<file path="config.mk">
export PLATFORM = sky130hd
export DESIGN_NAME = iflg_flag_ctrl
export DESIGN_NICKNAME = d
export VERILOG_FILES = /design/src/hdl/iflg_pkg.sv /design/src/hdl/iflg_pin_if.sv /design/src/hdl/iflg_pin_sampler.sv /design/src/hdl/iflg_flag_ctrl.sv
export SDC_FILE = /design/constraint.sdc
export NUM_CORES = 1
export LEC_CHECK = 0
export BUFFER_PORTS_ARGS = -buffer_cell sky130_fd_sc_hd__buf_4
export CAP_MARGIN = 0
export CELL_PAD_IN_SITES_DETAIL_PLACEMENT = 0
export CELL_PAD_IN_SITES_GLOBAL_PLACEMENT = 1
export CORE_MARGIN = 3
export CORE_UTILIZATION = 38
export DETAILED_ROUTE_END_ITERATION = 7
export PLACE_DENSITY = 0.81
export RECOVER_POWER = 100
export SLEW_MARGIN = 20
export SYNTH_ARGS = -nofsm -noshare
export SYNTH_HDL_FRONTEND = slang
export SYNTH_SLANG_ARGS = --single-unit
</file>
<file path="constraint.sdc">
create_clock -name aclk -period 16.77 [get_ports aclk]
set_input_delay 3.354 -clock aclk [delete_from_list [all_inputs] [get_ports aclk]]
set_output_delay 3.354 -clock aclk [all_outputs]
set_load 0.01 [all_outputs]
</file>
<file path="src/hdl/iflg_pkg.sv">
/*
 * Constants for the interrupt flag block: register map, field positions,
 * flag and source indices, vector table and machine-cycle timing.
 * Assumes a 32-bit AXI4-Lite register bus and one 200 MHz system clock.
 */
package iflg_pkg;

    // Register byte offsets
    localparam logic [7:0] OFS_FLAGS = 8'h00;
    localparam logic [7:0] OFS_KEYPAD = 8'h04;
    localparam logic [7:0] OFS_ENABLE = 8'h08;
    localparam logic [7:0] OFS_CONTROL = 8'h0C;
    localparam logic [7:0] OFS_PRIORITY = 8'h10;
    localparam logic [7:0] OFS_POLL = 8'h14;

    // Request flag positions in the flag register
    localparam int NFLAGS = 17;
    localparam int F_EXT0 = 0;
    localparam int F_TMR0 = 1;
    localparam int F_EXT1 = 2;
    localparam int F_TMR1 = 3;
    localparam int F_SER_RX = 4;
    localparam int F_SER_TX = 5;
    localparam int F_TMR2 = 6;
    localparam int F_TWO_WIRE = 7;
    localparam int F_SUPPLY = 8;
    localparam int F_FW_DONE = 9;
    localparam int F_FW_FAULT = 10;
    localparam int F_FW_OVR = 11;
    localparam int F_WDT = 12;
    localparam int F_CONV = 13;
    localparam int F_CAPTURE = 14;
    localparam int F_BRAKE = 15;
    localparam int F_PERIOD = 16;

    // Sources, numbered in vector order; lower number wins a tie
    localparam int NSRC = 14;
    localparam logic [3:0] S_EXT0 = 4'h0;
    localparam logic [3:0] S_TMR0 = 4'h1;
    localparam logic [3:0] S_EXT1 = 4'h2;
    localparam logic [3:0] S_TMR1 = 4'h3;
    localparam logic [3:0] S_SERIAL = 4'h4;
    localparam logic [3:0] S_TMR2 = 4'h5;
    localparam logic [3:0] S_TWO_WIRE = 4'h6;
    localparam logic [3:0] S_KEYPAD = 4'h7;
    localparam logic [3:0] S_SUPPLY = 4'h8;
    localparam logic [3:0] S_FOUR_WIRE = 4'h9;
    localparam logic [3:0] S_WDT = 4'hA;
    localparam logic [3:0] S_CONV = 4'hB;
    localparam logic [3:0] S_CAPTURE = 4'hC;
    localparam logic [3:0] S_MOTOR = 4'hD;

    // Vector address = base + source * step; the motor vector sits apart
    localparam logic [15:0] VEC_BASE = 16'h0003;
    localparam logic [15:0] VEC_MOTOR = 16'h0073;
    localparam logic [15:0] VEC_STEP = 16'h0008;

    // Enable register: global enable sits above the per-source bits
    localparam int EN_GLOBAL = 15;
    // Keypad register fields
    localparam int KP_FLAGS_LSB = 0;
    localparam int KP_EN_LSB = 8;
    localparam int KP_EDGE_BIT = 16;
    // Control register fields
    localparam int CTL_EXT0_TRIG = 0;
    localparam int CTL_EXT1_TRIG = 1;
    localparam int CTL_BRAKE_POL = 2;
    // Poll register fields
    localparam int POLL_REQ = 0;
    localparam int POLL_LVL_LSB = 4;
    localparam int POLL_SRC_LSB = 8;
    localparam int POLL_VEC_LSB = 16;

    localparam logic [31:0] REG_RESET = 32'h0000_0000;
    localparam logic [1:0] RESP_OKAY = 2'h0;
    localparam logic [1:0] RESP_SLVERR = 2'h2;

    // Machine cycle length in system clocks
    localparam int MC_CLKS = 12;

endpackage : iflg_pkg

</file>
<file path="src/hdl/iflg_pin_if.sv">
/*
 * Carrier between the pin sampler and the flag logic: machine-cycle
 * strobe and the sampled pin levels and transitions.
 * Assumes both ends run on the same system clock.
 */
`timescale 1ns/1ps
interface iflg_pin_if;
    logic mc_tick;
    logic [1:0] ext_low;
    logic [1:0] ext_fall;
    logic brake_lvl;
    logic [7:0] kp_low;
    logic [7:0] kp_change;

    modport producer (output mc_tick, ext_low, ext_fall, brake_lvl, kp_low, kp_change);
    modport consumer (input mc_tick, ext_low, ext_fall, brake_lvl, kp_low, kp_change);
endinterface : iflg_pin_if

</file>
<file path="src/hdl/iflg_pin_sampler.sv">
/*
 * Pin sampler: synchronises the external pins, samples them once per
 * machine cycle and reports levels and transitions between samples.
 * Assumes pins are asynchronous to aclk.
 */
`timescale 1ns/1ps
module iflg_pin_sampler
    import iflg_pkg::*;
#(
    parameter int MC_LEN = MC_CLKS
)
(
    // Clock and reset
    input wire logic aclk,
    input wire logic aresetn,
    // Pins
    input wire logic [1:0] ext_pins,
    input wire logic brake_pin,
    input wire logic [7:0] keypad_pins,
    // Sampled view
    iflg_pin_if.producer pins
);
    localparam int NP = 11;
    localparam int CW = $clog2(MC_LEN);

    if (MC_LEN < 2)
    begin : g_bad_len
        $error("MC_LEN must be at least 2");
    end

    logic [NP-1:0] sync1;
    logic [NP-1:0] sync2;
    logic [NP-1:0] smp;
    logic [NP-1:0] prev;
    logic [CW-1:0] mc_cnt;
    logic tick;

    // Two flops before anything reads a pin
    always_ff @(posedge aclk)
    begin
        if (!aresetn)
        begin
            sync1 <= {NP{1'b1}};
            sync2 <= {NP{1'b1}};
        end
        else
        begin
            sync1 <= {keypad_pins, brake_pin, ext_pins};
            sync2 <= sync1;
        end
    end

    always_ff @(posedge aclk)
    begin
        if (!aresetn)
            mc_cnt <= '0;
        else if (mc_cnt == CW'(MC_LEN - 1))
            mc_cnt <= '0;
        else
            mc_cnt <= mc_cnt + 1'b1;
    end

    assign tick = (mc_cnt == CW'(MC_LEN - 1));

    // One sample per machine cycle; pulses must span a full cycle to be seen
    always_ff @(posedge aclk)
    begin
        if (!aresetn)
        begin
            smp <= {NP{1'b1}};
            prev <= {NP{1'b1}};
            pins.mc_tick <= 1'b0;
        end
        else
        begin
            pins.mc_tick <= tick;
            if (tick)
            begin
                smp <= sync2;
                prev <= smp;
            end
        end
    end

    assign pins.ext_low = ~smp[1:0];
    assign pins.ext_fall = prev[1:0] & ~smp[1:0];
    assign pins.brake_lvl = smp[2];
    assign pins.kp_low = ~smp[10:3];
    assign pins.kp_change = prev[10:3] ^ smp[10:3];

endmodule : iflg_pin_sampler

</file>
<file path="src/hdl/iflg_flag_ctrl.sv">
/*
 * Interrupt request flag logic: sets, clears and gates the flags of
 * fourteen sources and polls them once per machine cycle for the core.
 * Assumes an AXI4-Lite master on aclk, peripheral event pulses on aclk,
 * and a core that pulses vec_ack with the source it vectored to.
 */
// Our own choices: the AXI4-Lite register port and the register offsets.
`timescale 1ns/1ps
// Operation
// - Each external input has its own edge/level trigger-type bit.
// - Edge mode: high sample then low sample sets the external flag.
// - Edge mode: external flag clears when the core vectors to it.
// - Level mode: pin stays low until serviced; vectoring leaves flag.
// - Level mode: pin still low after service requests again.
// - Timer overflow sets its flag; vectoring to the timer clears it.
// - Watchdog timeout sets its flag; interrupt only when enabled.
// - Serial receive and transmit flags; cleared only by software.
// - Two-wire unit requests on each new state, when both enables set.
// - Four-wire transfer-done sets flag; only software writing zero clears.
// - Four-wire mode fault and overrun request on the same vector.
// - Conversion done sets flag; only software clears it.
// - Brake flag sets at pin level matching polarity; software clears.
// - Motor period counter underflow sets period flag; software clears.
// - Brake requests an interrupt only with motor-control enable set.
// - Eight keypad flags, per-pin enables, low or change mode.
// - Supply drop sets flag; requests with its enable and global enable.
// - Software may write every flag to one or zero.
// - Per-source enables plus a global enable that blocks all.
// - Fourteen sources, each with flag, enable, priority and vector.
// - Requests polled each machine cycle; nothing remembered between polls.
// - Fixed vectors: external 0 at 0003h, timer 0 000Bh, brake 0073h.
module iflg_flag_ctrl
    import iflg_pkg::*;
#(
    parameter int MC_LEN = MC_CLKS
)
(
    // Clock and reset
    input wire logic aclk,
    input wire logic aresetn,
    // AXI4-Lite slave
    input wire logic [7:0] s_axi_awaddr,
    input wire logic s_axi_awvalid,
    output logic s_axi_awready,
    input wire logic [31:0] s_axi_wdata,
    input wire logic [3:0] s_axi_wstrb,
    input wire logic s_axi_wvalid,
    output logic s_axi_wready,
    output logic [1:0] s_axi_bresp,
    output logic s_axi_bvalid,
    input wire logic s_axi_bready,
    input wire logic [7:0] s_axi_araddr,
    input wire logic s_axi_arvalid,
    output logic s_axi_arready,
    output logic [31:0] s_axi_rdata,
    output logic [1:0] s_axi_rresp,
    output logic s_axi_rvalid,
    input wire logic s_axi_rready,
    // Pins
    input wire logic ext_irq0_pin,
    input wire logic ext_irq1_pin,
    input wire logic brake_pin,
    input wire logic [7:0] keypad_pins,
    // Peripheral events, one-cycle pulses
    input wire logic tmr0_overflow,
    input wire logic tmr1_overflow,
    input wire logic tmr2_event,
    input wire logic capture_event,
    input wire logic watchdog_timeout,
    input wire logic serial_rx_done,
    input wire logic serial_tx_done,
    input wire logic two_wire_new_state,
    input wire logic four_wire_xfer_done,
    input wire logic four_wire_mode_fault,
    input wire logic four_wire_overrun,
    input wire logic conversion_done,
    input wire logic period_underflow,
    input wire logic supply_drop,
    // Core vectoring
    input wire logic vec_ack,
    input wire logic [3:0] vec_ack_source,
    output logic irq_request,
    output logic [3:0] irq_source,
    output logic [1:0] irq_level,
    output logic [15:0] irq_vector
);
    iflg_pin_if pins ();

    iflg_pin_sampler #(
        .MC_LEN(MC_LEN)
    ) u_sampler (
        .aclk(aclk),
        .aresetn(aresetn),
        .ext_pins({ext_irq1_pin, ext_irq0_pin}),
        .brake_pin(brake_pin),
        .keypad_pins(keypad_pins),
        .pins(pins)
    );

    function automatic logic [31:0] merge(input logic [31:0] old, input logic [31:0] nw, input logic [3:0] strb);
        logic [31:0] r;
        r = old;
        for (int b = 0; b < 4; b++)
        begin
            if (strb[b])
                r[8*b +: 8] = nw[8*b +: 8];
        end
        return r;
    endfunction : merge

    function automatic logic mapped(input logic [7:0] a);
        return (a == OFS_FLAGS) || (a == OFS_KEYPAD) || (a == OFS_ENABLE) ||
               (a == OFS_CONTROL) || (a == OFS_PRIORITY) || (a == OFS_POLL);
    endfunction : mapped

    function automatic logic [15:0] vec_of(input logic [3:0] s);
        return (s == S_MOTOR) ? VEC_MOTOR : 16'(VEC_BASE + VEC_STEP * {12'h000, s});
    endfunction : vec_of

    // Software-visible state
    logic [NFLAGS-1:0] flags;
    logic [7:0] keypad_flags;
    logic [7:0] keypad_en;
    logic keypad_edge_mode;
    logic [NSRC-1:0] src_enable;
    logic global_irq_enable;
    logic ext0_trigger_type;
    logic ext1_trigger_type;
    logic brake_polarity_sel;
    logic [2*NSRC-1:0] priority_bits;

    // Bus write staging
    logic aw_held;
    logic w_held;
    logic [7:0] wr_addr;
    logic [31:0] wr_data;
    logic [3:0] wr_strb;
    logic wr_fire;
    logic [31:0] rd_word;

    assign wr_fire = aw_held && w_held && !s_axi_bvalid;

    always_ff @(posedge aclk)
    begin
        if (!aresetn)
        begin
            s_axi_awready <= 1'b0;
            aw_held <= 1'b0;
            wr_addr <= 8'h00;
        end
        else if (s_axi_awvalid && s_axi_awready)
        begin
            s_axi_awready <= 1'b0;
            aw_held <= 1'b1;
            wr_addr <= s_axi_awaddr;
        end
        else if (wr_fire)
            aw_held <= 1'b0;
        else if (!aw_held && !s_axi_bvalid)
            s_axi_awready <= 1'b1;
    end

    always_ff @(posedge aclk)
    begin
        if (!aresetn)
        begin
            s_axi_wready <= 1'b0;
            w_held <= 1'b0;
            wr_data <= 32'h0000_0000;
            wr_strb <= 4'h0;
        end
        else if (s_axi_wvalid && s_axi_wready)
        begin
            s_axi_wready <= 1'b0;
            w_held <= 1'b1;
            wr_data <= s_axi_wdata;
            wr_strb <= s_axi_wstrb;
        end
        else if (wr_fire)
            w_held <= 1'b0;
        else if (!w_held && !s_axi_bvalid)
            s_axi_wready <= 1'b1;
    end

    always_ff @(posedge aclk)
    begin
        if (!aresetn)
        begin
            s_axi_bvalid <= 1'b0;
            s_axi_bresp <= RESP_OKAY;
        end
        else if (wr_fire)
        begin
            s_axi_bvalid <= 1'b1;
            s_axi_bresp <= mapped(wr_addr) ? RESP_OKAY : RESP_SLVERR;
        end
        else if (s_axi_bready)
            s_axi_bvalid <= 1'b0;
    end

    // Configuration registers
    logic [31:0] cfg_word;
    logic [31:0] cfg_wr;
    assign cfg_wr = merge((wr_addr == OFS_PRIORITY) ? {4'h0, priority_bits} : cfg_word, wr_data, wr_strb);
    always_comb
    begin
        cfg_word = 32'h0000_0000;
        cfg_word[EN_GLOBAL] = global_irq_enable;
        cfg_word[NSRC-1:0] = src_enable;
    end

    always_ff @(posedge aclk)
    begin
        if (!aresetn)
        begin
            src_enable <= REG_RESET[NSRC-1:0];
            global_irq_enable <= REG_RESET[0];
            ext0_trigger_type <= REG_RESET[0];
            ext1_trigger_type <= REG_RESET[0];
            brake_polarity_sel <= REG_RESET[0];
            priority_bits <= REG_RESET[2*NSRC-1:0];
            keypad_en <= REG_RESET[7:0];
            keypad_edge_mode <= REG_RESET[0];
        end
        else if (wr_fire)
        begin
            case (wr_addr)
                OFS_ENABLE:
                begin
                    src_enable <= cfg_wr[NSRC-1:0];
                    global_irq_enable <= cfg_wr[EN_GLOBAL];
                end
                OFS_CONTROL:
                begin
                    if (wr_strb[0])
                    begin
                        ext0_trigger_type <= wr_data[CTL_EXT0_TRIG];
                        ext1_trigger_type <= wr_data[CTL_EXT1_TRIG];
                        brake_polarity_sel <= wr_data[CTL_BRAKE_POL];
                    end
                end
                OFS_PRIORITY:
                    priority_bits <= cfg_wr[2*NSRC-1:0];
                OFS_KEYPAD:
                begin
                    if (wr_strb[1])
                        keypad_en <= wr_data[KP_EN_LSB +: 8];
                    if (wr_strb[2])
                        keypad_edge_mode <= wr_data[KP_EDGE_BIT];
                end
                default:
                begin
                end
            endcase
        end
    end

    // Hardware set and clear terms for each flag
    logic [NFLAGS-1:0] hw_set;
    logic [NFLAGS-1:0] hw_clr;
    logic [31:0] flag_wr;
    logic flag_we;

    assign flag_we = wr_fire && (wr_addr == OFS_FLAGS);
    assign flag_wr = merge({15'h0000, flags}, wr_data, wr_strb);

    always_comb
    begin
        hw_set = '0;
        hw_clr = '0;
        // Edge mode latches the fall; level mode mirrors the pin
        hw_set[F_EXT0] = pins.mc_tick && (ext0_trigger_type ? pins.ext_fall[0] : pins.ext_low[0]);
        hw_set[F_EXT1] = pins.mc_tick && (ext1_trigger_type ? pins.ext_fall[1] : pins.ext_low[1]);
        hw_clr[F_EXT0] = ext0_trigger_type ? (vec_ack && vec_ack_source == S_EXT0)
                                           : (pins.mc_tick && !pins.ext_low[0]);
        hw_clr[F_EXT1] = ext1_trigger_type ? (vec_ack && vec_ack_source == S_EXT1)
                                           : (pins.mc_tick && !pins.ext_low[1]);
        hw_set[F_TMR0] = tmr0_overflow;
        hw_set[F_TMR1] = tmr1_overflow;
        hw_clr[F_TMR0] = vec_ack && (vec_ack_source == S_TMR0);
        hw_clr[F_TMR1] = vec_ack && (vec_ack_source == S_TMR1);
        hw_set[F_SER_RX] = serial_rx_done;
        hw_set[F_SER_TX] = serial_tx_done;
        hw_set[F_TMR2] = tmr2_event;
        hw_set[F_TWO_WIRE] = two_wire_new_state;
        hw_set[F_SUPPLY] = supply_drop;
        hw_set[F_FW_DONE] = four_wire_xfer_done;
        hw_set[F_FW_FAULT] = four_wire_mode_fault;
        hw_set[F_FW_OVR] = four_wire_overrun;
        hw_set[F_WDT] = watchdog_timeout;
        hw_set[F_CONV] = conversion_done;
        hw_set[F_CAPTURE] = capture_event;
        hw_set[F_BRAKE] = pins.mc_tick && (pins.brake_lvl == brake_polarity_sel);
        hw_set[F_PERIOD] = period_underflow;
    end

    genvar gi;
    generate
        for (gi = 0; gi < NFLAGS; gi++)
        begin : g_flag
            always_ff @(posedge aclk)
            begin
                if (!aresetn)
                    flags[gi] <= REG_RESET[0];
                else if (hw_set[gi])
                    flags[gi] <= 1'b1;
                else if (flag_we)
                    flags[gi] <= flag_wr[gi];
                else if (hw_clr[gi])
                    flags[gi] <= 1'b0;
            end
        end
    endgenerate

    // Keypad flags, one per pin
    logic [7:0] kp_set;
    logic [31:0] kp_word;
    assign kp_set = {8{pins.mc_tick}} & keypad_en & (keypad_edge_mode ? pins.kp_change : pins.kp_low);
    assign kp_word = {15'h0000, keypad_edge_mode, keypad_en, keypad_flags};

    always_ff @(posedge aclk)
    begin
        if (!aresetn)
            keypad_flags <= REG_RESET[7:0];
        else if (wr_fire && wr_addr == OFS_KEYPAD && wr_strb[0])
            keypad_flags <= kp_set | wr_data[KP_FLAGS_LSB +: 8];
        else
            keypad_flags <= keypad_flags | kp_set;
    end

    // Source requests after individual gating
    logic [NSRC-1:0] src_flag;
    logic [NSRC-1:0] src_req;
    always_comb
    begin
        src_flag = '0;
        src_flag[S_EXT0] = flags[F_EXT0];
        src_flag[S_TMR0] = flags[F_TMR0];
        src_flag[S_EXT1] = flags[F_EXT1];
        src_flag[S_TMR1] = flags[F_TMR1];
        src_flag[S_SERIAL] = flags[F_SER_RX] | flags[F_SER_TX];
        src_flag[S_TMR2] = flags[F_TMR2];
        src_flag[S_TWO_WIRE] = flags[F_TWO_WIRE];
        src_flag[S_KEYPAD] = |keypad_flags;
        src_flag[S_SUPPLY] = flags[F_SUPPLY];
        src_flag[S_FOUR_WIRE] = flags[F_FW_DONE] | flags[F_FW_FAULT] | flags[F_FW_OVR];
        src_flag[S_WDT] = flags[F_WDT];
        src_flag[S_CONV] = flags[F_CONV];
        src_flag[S_CAPTURE] = flags[F_CAPTURE];
        src_flag[S_MOTOR] = flags[F_BRAKE] | flags[F_PERIOD];
    end

    assign src_req = src_flag & src_enable & {NSRC{global_irq_enable}};

    // Priority resolution: highest level, then lowest source number
    logic found;
    logic [3:0] best_src;
    logic [1:0] best_lvl;
    always_comb
    begin
        found = 1'b0;
        best_src = 4'h0;
        best_lvl = 2'h0;
        for (int s = NSRC - 1; s >= 0; s--)
        begin
            if (src_req[s] && (!found || priority_bits[2*s +: 2] >= best_lvl))
            begin
                found = 1'b1;
                best_src = 4'(s);
                best_lvl = priority_bits[2*s +: 2];
            end
        end
    end

    // Each poll replaces the last; an unserviced request is not held
    always_ff @(posedge aclk)
    begin
        if (!aresetn)
        begin
            irq_request <= 1'b0;
            irq_source <= 4'h0;
            irq_level <= 2'h0;
            irq_vector <= 16'h0000;
        end
        else if (pins.mc_tick)
        begin
            irq_request <= found;
            irq_source <= best_src;
            irq_level <= best_lvl;
            irq_vector <= found ? vec_of(best_src) : 16'h0000;
        end
    end

    // Read path
    always_comb
    begin
        case (s_axi_araddr)
            OFS_FLAGS:
                rd_word = {15'h0000, flags};
            OFS_KEYPAD:
                rd_word = kp_word;
            OFS_ENABLE:
                rd_word = cfg_word;
            OFS_CONTROL:
                rd_word = {29'h0000_0000, brake_polarity_sel, ext1_trigger_type, ext0_trigger_type};
            OFS_PRIORITY:
                rd_word = {4'h0, priority_bits};
            OFS_POLL:
                rd_word = {irq_vector, 4'h0, irq_source, 2'h0, irq_level, 3'h0, irq_request};
            default:
                rd_word = 32'h0000_0000;
        endcase
    end

    always_ff @(posedge aclk)
    begin
        if (!aresetn)
        begin
            s_axi_arready <= 1'b0;
            s_axi_rvalid <= 1'b0;
            s_axi_rdata <= 32'h0000_0000;
            s_axi_rresp <= RESP_OKAY;
        end
        else if (s_axi_arvalid && s_axi_arready)
        begin
            s_axi_arready <= 1'b0;
            s_axi_rvalid <= 1'b1;
            s_axi_rdata <= rd_word;
            s_axi_rresp <= mapped(s_axi_araddr) ? RESP_OKAY : RESP_SLVERR;
        end
        else if (s_axi_rvalid && s_axi_rready)
            s_axi_rvalid <= 1'b0;
        else if (!s_axi_rvalid)
            s_axi_arready <= 1'b1;
    end

endmodule : iflg_flag_ctrl

</file>
==> Word-level counts from Yosys, hierarchy flattened <==
Cells that the tools add are included.
Widths: inputs -> output; s select.
{ "totals": {"output_inout_bits": 64, "word_cells": 358, "input_bits": 89, "regBits": 235} }
{ "op_classes": {"magnitude_cmp": 13, "mux": 106, "bitwise_logic": 18, "addsub": 2, "reduce_logical": 144, "n_eq_ne": 23} }
{ "ops": {"columns": ["cell", "n"], "rows": [
  ["$pmux 32 s6", 1],
  ["$mux 8", 9],
  ["$mux 1", 64],
  ["$mux 4", 15],
  ["$reduce_bool 2->1", 30],
  ["$reduce_and 2->1", 22],
  ["$logic_and 1x1->1", 33],
  ["$eq 8x4->1 const B", 4],
  ["$eq 8x5->1 const B", 4],
  ["$mux 2", 16],
  ["$and 14x14->14", 2],
  ["$mux 28", 1],
  ["$ge 2x2->1", 13],
  ["$logic_or 1x1->1", 23],
  ["$logic_not 1->1", 18],
  ["$reduce_and 3->1", 6],
  ["$and 8x8->8", 2],
  ["$eq 8x3->1 const B", 2],
  ["$logic_not 8->1", 2],
  ["$or 8x8->8", 2],
  ["$ne 3x3->1 const B", 4],
  ["$reduce_bool 3->1", 4],
  ["$add 2x7->8 const A", 1],
  ["$eq 4x2->1 const B", 2],
  ["other kinds (14)", 26]
]} }

==> Longest topological paths before layout <==
Gate-level depths: netlist (run 1).
{ "logic_depth": {"depth_word": 60, "mapped_depth": 91, "depth_no_buf": 89} }

==> Modules after synthesis <==
From an unflattened synthesis (run 1), not the netlist that was laid out.
{ "hier_totals": {"cells_unflattened": 1187, "hier_area_um2": 10616.4} }
{ "modules_own_cells": {"columns": ["module", "n_inst", "area_each_um2", "seq_area_each_um2", "cells_each"], "rows": [
  ["iflg_flag_ctrl", 1, 8931.1, 3363.2, 1030],
  ["iflg_pin_sampler", 1, 1685.4, 960.9, 157]
]} }

==> Worst setup path after synthesis (run 1) <==
Ideal clock, no wire load.
{ "synth_path": {"path_type": "flip-flop to flip-flop", "start": "register global_irq_enable", "end": "register irq_vector[4]", "required_time_ns": 16.711, "t_arrival_ns": 16.016, "path_buffers": 3, "setup_time_ns": 0.059, "period_less_slack_ns": 16.075, "stages_incl_launch_ff": 86, "slack_ns": 0.695, "path_cell_list": "dfxtp_1 > buf_2 > clkbuf_1 > and3_1 > ha_1 > nand2b_1 > a21oi_1 > a21oi_1 > a22o_1 > ha_1 > nand2b_1 > a221oi_2 > nor2_1 > a221oi_1 > nor2_1 > ha_1 > nand2b_1 > a221oi_2 > [... 50 more ...] > ha_1 > nand2b_1 > a21oi_1 > a21o_1 > mux2_2 > ha_1 > a21oi_1 > a21o_1 > clkbuf_1 > mux2_2 > ha_1 > a21oi_1 > a21o_1 > nand3_1 > a31oi_1 > nand4_1 > a2111oi_0 > o31a_1"} }
{ "synth_between": {"elab_chain_len": 57, "word_cells_on_any_way": 98, "classes_between": "add/sub: 1; order compare: 13; eq/ne: 1; mux: 43; bitwise: 1; reduce/logical: 39"} }
{ "synth_rtl": {"columns": ["item", "line_no", "source"], "rows": [
  ["start: declaration", "iflg_flag_ctrl.sv:126", "logic global_irq_enable;"],
  ["start signal: assignment", "iflg_flag_ctrl.sv:217", "global_irq_enable <= REG_RESET[0];"],
  ["start signal: assignment", "iflg_flag_ctrl.sv:231", "global_irq_enable <= cfg_wr[EN_GLOBAL];"],
  ["$and 14x14->14 *", "iflg_flag_ctrl.sv:353", "assign src_req = src_flag & src_enable & {NSRC{global_irq_enable}};"],
  ["$mux 2 or $mux 1 (tied branches)", "iflg_flag_ctrl.sv:366", "if (src_req[s] && (!found || priority_bits[2*s +: 2] >= best_lvl))"],
  ["$ge 2x2->1 or $logic_not 1->1 (tied branches)", "iflg_flag_ctrl.sv:366", null],
  ["$logic_or 1x1->1", "iflg_flag_ctrl.sv:366", null],
  ["$logic_and 1x1->1", "iflg_flag_ctrl.sv:366", null],
  ["$mux 2 or $mux 1 (tied branches)", "iflg_flag_ctrl.sv:366", null],
  ["$ge 2x2->1 or $logic_not 1->1 (tied branches)", "iflg_flag_ctrl.sv:366", null],
  ["$logic_or 1x1->1", "iflg_flag_ctrl.sv:366", null],
  ["[... 41 more ...]", null, null],
  ["$mux 2 or $mux 1 (tied branches)", "iflg_flag_ctrl.sv:366", null],
  ["$ge 2x2->1 or $logic_not 1->1 (tied branches)", "iflg_flag_ctrl.sv:366", null],
  ["$logic_or 1x1->1", "iflg_flag_ctrl.sv:366", null],
  ["$logic_and 1x1->1", "iflg_flag_ctrl.sv:366", null],
  ["$mux 4", "iflg_flag_ctrl.sv:366", null],
  ["$add 2x7->8 or $eq 4x4->1 (tied branches)", "iflg_flag_ctrl.sv:117", "return (s == S_MOTOR) ? VEC_MOTOR : 16'(VEC_BASE + VEC_STEP * {12'h000, s});"],
  ["$mux 8", "iflg_flag_ctrl.sv:117", null],
  ["$mux 8 *", "iflg_flag_ctrl.sv:390", "irq_vector <= found ? vec_of(best_src) : 16'h0000;"],
  ["end signal: assignment", "iflg_flag_ctrl.sv:390", null],
  ["end: declaration", "iflg_flag_ctrl.sv:85", "output logic [15:0] irq_vector"]
]} }
Mark *: on every way between the ends. The rest lies on a longest branch, timed or not.
A chain may end at the register's enable or synchronous reset.

==> Final worst setup path (run 1) <==
{ "layout_path": {"start": "register flags[15]", "end": "register irq_vector[3]"} }
{ "layout_between": {"elab_chain_len": 59, "word_cells_on_any_way": 100, "classes_between": "add/sub: 1; order compare: 13; eq/ne: 1; mux: 43; bitwise: 3; reduce/logical: 39"} }
{ "layout_rtl": {"columns": ["item", "line_no", "source"], "rows": [
  ["start: declaration", "iflg_flag_ctrl.sv:121", "logic [NFLAGS-1:0] flags;"],
  ["start signal: indexed assignment", "iflg_flag_ctrl.sv:304", "flags[gi] <= REG_RESET[0];"],
  ["start signal: indexed assignment", "iflg_flag_ctrl.sv:308", "flags[gi] <= flag_wr[gi];"],
  ["$or 1x1->1 *", "iflg_flag_ctrl.sv:350", "src_flag[S_MOTOR] = flags[F_BRAKE] | flags[F_PERIOD];"],
  ["$and 14x14->14 * (2 in a row)", "iflg_flag_ctrl.sv:353", null],
  ["$mux 2 or $mux 1 (tied branches)", "iflg_flag_ctrl.sv:366", null],
  ["$ge 2x2->1 or $logic_not 1->1 (tied branches)", "iflg_flag_ctrl.sv:366", null],
  ["$logic_or 1x1->1", "iflg_flag_ctrl.sv:366", null],
  ["$logic_and 1x1->1", "iflg_flag_ctrl.sv:366", null],
  ["$mux 2 or $mux 1 (tied branches)", "iflg_flag_ctrl.sv:366", null],
  ["$ge 2x2->1 or $logic_not 1->1 (tied branches)", "iflg_flag_ctrl.sv:366", null],
  ["[... 42 more ...]", null, null],
  ["$mux 2 or $mux 1 (tied branches)", "iflg_flag_ctrl.sv:366", null],
  ["$ge 2x2->1 or $logic_not 1->1 (tied branches)", "iflg_flag_ctrl.sv:366", null],
  ["$logic_or 1x1->1", "iflg_flag_ctrl.sv:366", null],
  ["$logic_and 1x1->1", "iflg_flag_ctrl.sv:366", null],
  ["$mux 4", "iflg_flag_ctrl.sv:366", null],
  ["$add 2x7->8 or $eq 4x4->1 (tied branches)", "iflg_flag_ctrl.sv:117", null],
  ["$mux 8", "iflg_flag_ctrl.sv:117", null],
  ["$mux 8 *", "iflg_flag_ctrl.sv:390", null]
]} }
Marks and branches as above.

==> summary.txt, run 1 <==
Post-synth EDFFs -> 0
critical path class -> reg2reg
Seq/Total Area, Yosys -> 43.72%
Worst-Margin Slew -> 4.123 ns
Switch Pwr -> 0.2576 mW
IO Pins -> 153
Post-Synth Adder-Cell Area -> 2.783%
Hold Buf Count CTS -> 0
FP Rows -> 58
synthesized area -> 0.009889 mm²
post-place setup slack -> 0.1120 ns
full die area -> 0.02800 mm²
detailed placement HPWL -> 21290 µm
max-slew violations -> 140
CTS root buf -> clkbuf_16
synthesized area per cell -> 8.234 µm²
Total GRT Usage -> 20.26%
Crit Path Max Fanout -> 6
setup slack, reg-to-reg -> 0.74 ns
final core utilization -> 47.58%
Post-Synth Simple-Gate Area -> 20.55%
fin cells -> 1673
Final period util -> 95.59%
Final min period -> 16.03 ns
Synth top area share -> 43.72%
Final Worst Setup Slack -> 0.7398 ns
number of global-route vias before repair -> 8303
clk sinks -> 216
Nets -> 1440
Main synth FF type -> dfxtp_1
Reg area -> 0.004327 mm²
final hold violations -> 0
Starting Density -> 38.94%
setup violators final -> 0
WL/cell -> 17.96 µm
critical path's largest stage delay -> 0.35 ns
area of the multi-input gates -> 0.005276 mm²
element type at the critical path start -> register
Synth area leaders -> dfxtp_1, nand2_1, a21oi_1
DR vias/cell -> 5.424
largest net degree at the start of global routing -> 89
drt drc -> 0
core area -> 0.02540 mm²
Iter 0 DRT Violations -> 730
Worst Setup End Kind -> register
Sw Ratio -> 22.93%
initial antenna violation count -> 0
mux contribution to synthesized area -> 3.745%
Longest Clk Path Bufs -> 3
Clock Skew -> 0.008699 ns
Sequential Power Share -> 48.0%
Compound-Gate Fraction of Synth Area -> 22.48%
Achievable Freq -> 0.06238 GHz
die width -> 167.3 µm
Most common cell on crit path -> ha_1
critical path arrival -> 16.45 ns
Total Neg Setup Slack -> 0 ns
top cell type by total area after synthesis -> dfxtp_1
Filler cells -> 2550
Synth Instances -> 1201
post-synthesis cell type count -> 72
VDD IR-drop max -> 0.00005509 V
register bit total from synthesis -> 216
Reg clk slew, reported paths -> 0.06 ns
DP Cell Count -> 1613
Max-slew headroom -> -174.9%
fraction of registers with async set or reset after synthesis -> 0%
hold_ws -> 0.4045 ns
crit path max-delay cell type -> mux2_2
first-pass GRT wire length -> 46320 µm
Synth Area in XOR/XNOR -> 0.9742%
Pwr Density -> 92.96 mW/mm²
Vert. Die Dim -> 167.3 µm
cts bufs inserted -> 24
Internal Power -> 0.8658 mW
layout cells sized above 1 -> 16.23%
router iterations before antenna repair -> 8
Worst Path Required -> 17.19 ns
Clock Latency Late Sink -> 0.53 ns
largest family of logic cells by synthesized area -> compound AO/OA/AOI/OAI gates
antenna viol nets, final -> 0
gpl congestion -> 0.9098
grt ovf -> 0
combinational share of power -> 5.2%
H-tree depth -> 1
CTS tree -> done
Synth warnings -> 0
violated checks -> max-capacitance violations, max-slew violations
# Max-Cap Violations -> 3
clock group share of total power -> 46.8%
Vias -> 9075
antenna fix cells -> 0
worst min path class -> reg2reg
Area Overhead vs Synth -> 22.20%
final wirelength -> 30040 µm
leakage -> 4.710 nW
outcome -> complete, but fails checks
Port-buffer cells -> 132
[stage by stage]
step	power (mW)	cell area [µm²]
after CTS	1.136	11920
final	1.123	12090
after global placement	0.6083	11120
after detailed placement	0.6094	11120
after floorplan	0.5809	9946
after global routing	1.163	12090
[Yosys cell counts, types with 3 or more instances]
library cell	n
a211oi_1	4
a21boi_0	8
a21o_1	4
a21oi_1	148
a221oi_1	3
a221oi_2	3
a222oi_1	16
a22o_1	5
a22oi_1	7
a31oi_1	6
and2_1	12
and3_1	9
and3b_1	3
buf_1	7
buf_4	18
clkbuf_1	60
dfxtp_1	216
ha_1	22
inv_1	44
mux2_2	4
mux2i_1	31
nand2_1	199
nand2b_1	40
nand3_1	74
nand4_1	3
nor2_1	48
nor2b_1	16
nor3_1	9
nor4_1	5
o211a_1	3
o211ai_1	4
o21a_1	4
o21ai_0	62
o21ai_1	3
o221ai_1	3
o22a_1	21
o22ai_1	14
o31ai_1	6
or3_1	6
xnor2_1	10
[final cells by class]
| type | instances | area share [%] |
|---|---|---|
| Timing Repair Buffer | 173 | 9.194 |
| Inverter | 46 | 1.439 |
| Multi-Input combinational cell | 868 | 43.66 |
| Tap cell | 330 | 3.417 |
| Clock buffer | 32 | 5.301 |
| Sequential cell | 216 | 35.80 |
| Clock inverter | 8 | 1.191 |
[power groups by stage]
stage	clock network, mW	registers (mW)	logic (mW)
global placement	0	0.550	0.0586
detailed placement	0	0.550	0.0594
global route	0.557	0.541	0.0648
finish	0.526	0.539	0.0582
floorplan	0	0.544	0.0374
CTS	0.537	0.539	0.0594
[sequential cells by signal, indices dropped and copies added (netlist names), 2 cells and up]
signal	cells
flags	17
irq_level	2
irq_source	4
irq_vector	5
keypad_en	8
keypad_flags	8
priority_bits	28
s_axi_rdata	28
src_enable	14
u_sampler.mc_cnt	4
u_sampler.prev	10
u_sampler.smp	11
u_sampler.sync1	11
u_sampler.sync2	11
wr_addr	8
wr_data	28
wr_strb	4
[worst paths after layout]
check,cells past startpoint,endpoint,from
max,86,irq_vector[3],flags[15]
min,1,u_sampler.sync2[2],u_sampler.sync1[2]
max reg2reg,86,irq_vector[3],flags[15]
min reg2reg,1,u_sampler.sync2[2],u_sampler.sync1[2]
[routing by layer]
metal  up-vias  wire length, µm  global-route usage [%]
met3        61             1900                   3.163
met1      4222            13910                   29.57
li1       4482                -                       -
met2       310            13270                   30.91
met5         -                0                       0
met4         0              963                   6.190
[cell usage in the layout (no fill, tap or decap), drive strengths merged, types with 8 or more instances in the layout]
cell type / Yosys / routed
nor3: 9 / 9
dfxtp: 216 / 216
a222oi: 16 / 16
xnor2: 10 / 10
and2: 13 / 13
conb: 1 / 16
nand2: 199 / 199
a21boi: 10 / 10
a22oi: 8 / 8
o22a: 21 / 21
o21ai: 66 / 66
buf: 26 / 122
nand2b: 40 / 40
clkbuf: 60 / 83
a21oi: 148 / 148
o22ai: 14 / 14
nor2: 49 / 49
mux2i: 31 / 31
nor2b: 16 / 16
ha: 22 / 22
nand3: 74 / 74
and3: 9 / 9
inv: 45 / 44
[critical path, delay by kind of cell, from the launching register on]
kind                       cells  cell delay, ns
AOI/OAI and AO/OA             34            6.38
adders and majority gates     13            3.36
buffers and inverters          6            0.63
DFF                            1            0.34
muxes                          4            1.10
and+or+nand+nor               29            4.14
[cell families (layout without fill, tap and decap cells)]
group / count (synthesis) / after routing
and+or+nand+nor: 435 / 435
AOI/OAI and AO/OA: 348 / 348
DFF: 216 / 216
buffers and inverters: 132 / 259
muxes: 36 / 36
adders and majority gates: 22 / 22
xor gates and xnor gates: 11 / 11
other: 1 / 16
[repair_timing]
action / CTS / global route
gates resized for setup: 1 / 49
pin swaps: 0 / 31
setup buffers: 0 / 20
setup endpoints to repair: 1 / 10
hold endpoints to repair: 0 / 0
(Power assumes the default switching activity.)
==> run 2: changes to the inputs <==
ABC_AREA = 1   (was not set)
CORE_UTILIZATION = 37   (was 38)
PLACE_DENSITY = 0.8   (was 0.81)
==> summary.txt, run 2 <==
H-tree depth -> 1 (unchanged)
setup slack, reg-to-reg -> 3.02 ns (+2.28 ns)
Total GRT Usage -> 20.09% (-0.17 points)
synthesized area per cell -> 7.364 µm² (-11%)
CTS tree -> done
Achievable Freq -> 0.07271 GHz (+17%)
clk sinks -> 216 (unchanged)
Seq/Total Area, Yosys -> 42.83% (-0.89 points)
Crit Path Max Fanout -> 8 (+2)
Pwr Density -> 96.44 mW/mm² (+3.7%)
top cell type by total area after synthesis -> dfxtp_1
clock group share of total power -> 46.7% (about the same)
Final period util -> 82.01% (-14 points)
largest net degree at the start of global routing -> 87 (-2.2%)
most common cell after layout, fill and taps aside -> dfxtp_1
Synth top area share -> 42.83% (-0.89 points)
Main synth FF type -> dfxtp_1
synthesized area -> 0.01010 mm² (+2.1%)
Most common cell on crit path -> nand2_1
Longest Clk Path Bufs -> 3 (unchanged)
Sw Ratio -> 23.69% (+0.75 points)
Reg clk slew, reported paths -> 0.06 ns (about the same)
Starting Density -> 38.20% (-0.73 points)
Synth warnings -> 0 (unchanged)
Total Neg Setup Slack -> 0 ns (unchanged)
combinational share of power -> 6.5% (+1.3 points)
grt ovf -> 0 (unchanged)
Hold Buf Count CTS -> 0 (unchanged)
final wirelength -> 30010 µm (-0.12%)
critical path's largest stage delay -> 0.46 ns (+0.11 ns)
Vias -> 9313 (+2.6%)
delay-heaviest family, CP -> simple AND/OR/NAND/NOR gates
critical path class -> reg2reg
largest registers -> priority_bits x28, s_axi_rdata x28, wr_data x28
top cells by count, synth -> dfxtp_1, inv_1, o21ai_0
core area -> 0.02643 mm² (+4.0%)
IO Pins -> 153 (unchanged)
unrepaired setup endpoints after global routing -> no
hold path cells -> 1 (unchanged)
Filler cells -> 2722 (+6.7%)
r2r startpoint -> global_irq_enable
# Max-Cap Violations -> 2 (-1)
final core utilization -> 44.88% (-2.7 points)
violated checks -> max-capacitance violations, max-slew violations
DR vias/cell -> 5.086 (-6.2%)
Reg-to-Reg End -> irq_vector[3]
post-synthesis cell type count -> 44 (-39%)
Hold Crit Endpoint -> u_sampler.sync2[9]
layout cells sized above 1 -> 12.43% (-3.8 points)
initial antenna violation count -> 0 (unchanged)
Clock Skew -> 0.01469 ns (+0.005986 ns)
count leader, synth -> dfxtp_1
Iter 0 DRT Violations -> 707 (-3.2%)
Max-slew headroom -> -161.7% (+13 points)
final hold violations -> 0 (unchanged)
crit path max-delay cell type -> dfxtp_1
CTS root buf -> clkbuf_16
Area Overhead vs Synth -> 17.49%
Worst Path Required -> 17.01 ns (-0.18 ns)
drt drc -> 0 (unchanged)
antenna fix cells -> 0 (unchanged)
Hold Path Origin -> u_sampler.sync1[9]
Vert. Die Dim -> 171.2 µm (+2.3%)
setup violators final -> 0 (unchanged)
die width -> 171.2 µm (+2.3%)
max-slew violations -> 145 (+3.6%)
placed cell areas -> 0.01125 mm² (+1.2%)
full die area -> 0.02930 mm² (+4.7%)
first-pass GRT wire length -> 46930 µm (+1.3%)
Final min period -> 13.75 ns (-2.277 ns)
WL/cell -> 16.39 µm (-8.7%)
outcome -> complete, but fails checks
gpl congestion -> 0.9092 (about the same)
element type at the critical path start -> register
detailed placement HPWL -> 22370 µm (+5.1%)
hold_ws -> 0.4094 ns (+0.004899 ns)
Post-synth EDFFs -> 0 (unchanged)
Switch Pwr -> 0.2710 mW (+5.2%)
final instance area -> 0.01186 mm² (-1.9%)
Clock Latency Late Sink -> 0.53 ns (about the same)
post-CTS setup buffers -> 0 (unchanged)
Worst Setup End Kind -> register
commonest cells after routing, fill and taps aside -> dfxtp_1, inv_1, o21ai_0
antenna viol nets, final -> 0 (unchanged)
post-CTS sizing -> 0 (-1)
Synth area leaders -> dfxtp_1, o21ai_0, inv_1
Sequential Power Share -> 46.9% (-1.1 points)
cts bufs inserted -> 25 (+4.2%)
router iterations before antenna repair -> 5 (-3)
Worst-Margin Slew -> 3.925 ns (-0.1981 ns)
Synth Instances -> 1371 (+14%)
VDD IR-drop max -> 0.00007785 V (+41%)
critical path arrival -> 13.99 ns (-2.46 ns)
worst min path class -> reg2reg
register bit total from synthesis -> 216 (unchanged)
Port-buffer cells -> 132 (unchanged)
R2R depth -> 99 (+15%)
Buf/Inv on CP -> 9 (+3)
Nets -> 1588 (+10%)
FP Rows -> 59 (+1.7%)
Internal Power -> 0.8729 mW (+0.83%)
fraction of registers with async set or reset after synthesis -> 0% (unchanged)
number of global-route vias before repair -> 8734 (+5.2%)
leakage -> 5.172 nW (+9.8%)
[run 2: power by group through the flow]
stage / Combinational, mW / Clock [mW] / Sequential (mW)
2_1_floorplan: 0.0464 / 0 / 0.544
3_3_place_gp: 0.0735 / 0 / 0.547
3_5_place_dp: 0.0745 / 0 / 0.547
4_1_cts: 0.0748 / 0.543 / 0.536
5_1_grt: 0.0834 / 0.563 / 0.537
6_report: 0.0739 / 0.534 / 0.536
[run 2: cell families after synthesis]
group | share of synthesized area, %
AND/OR/NAND/NOR | 19.62
buffers and inverters | 11.81
AO/OA/AOI/OAI | 22.80
flip-flops | 42.83
adder cells (fa/ha/maj) | 2.726
other | 0.03714
XOR/XNOR | 0.1735
[run 2: cell type report]
| cell class | instances | area (µm²) | share of cell area, % |
|---|---|---|---|
| Clock inverter | 8 | 77.57 | 0.6540 |
| Inverter | 219 | 822.0 | 6.930 |
| Sequential cell | 216 | 4324 | 36.46 |
| Clock buffer | 38 | 734.5 | 6.192 |
| Timing Repair Buffer | 140 | 855.8 | 7.215 |
| Multi-Input combinational cell | 875 | 4628 | 39.02 |
| Tap cell | 335 | 419.2 | 3.534 |
[run 2: worst max-delay path by stage]
stage	slack (ns)	start	depth (start not counted)	end
finish	3.02	global_irq_enable	99	irq_vector[3]
global route	1.32	global_irq_enable	99	irq_vector[3]
CTS	3.51	global_irq_enable	104	irq_vector[4]
detailed placement	3.57	global_irq_enable	104	irq_vector[4]
global placement	3.79	global_irq_enable	104	irq_vector[4]
floorplan	5.17	global_irq_enable	102	irq_vector[4]
[run 2: worst register-to-register path, delay by kind of cell (launching register included)]
family / cells / cell delay (ns)
AO/OA/AOI/OAI: 21 / 2.91
adder cells (fa/ha/maj): 13 / 3.57
buffers and inverters: 9 / 0.64
flip-flops: 1 / 0.46
AND/OR/NAND/NOR: 56 / 5.89
[run 2: metrics by stage]
| step | setup WS, ns | cells | total power, mW |
|---|---|---|---|
| floorplan | 5.173 | 1386 | 0.5907 |
| detailed placement | 3.569 | 1785 | 0.6217 |
| global placement | 3.792 | 1785 | 0.6204 |
| finish | 3.017 | 1831 | 1.144 |
| CTS | 3.511 | 1831 | 1.154 |
| global route | 1.322 | 1831 | 1.184 |
[run 2: routing by layer]
layer  track usage (%)  part of all wire, %  vias up  routed length, µm
li1                  -                    -     4730                  -
met1             28.17                   47     4259              14040
met2             31.76                   44      268              13120
met3             3.356                  6.3       56               1894
met4             6.298                  3.2        0                946
met5                 0                    0        -                  0
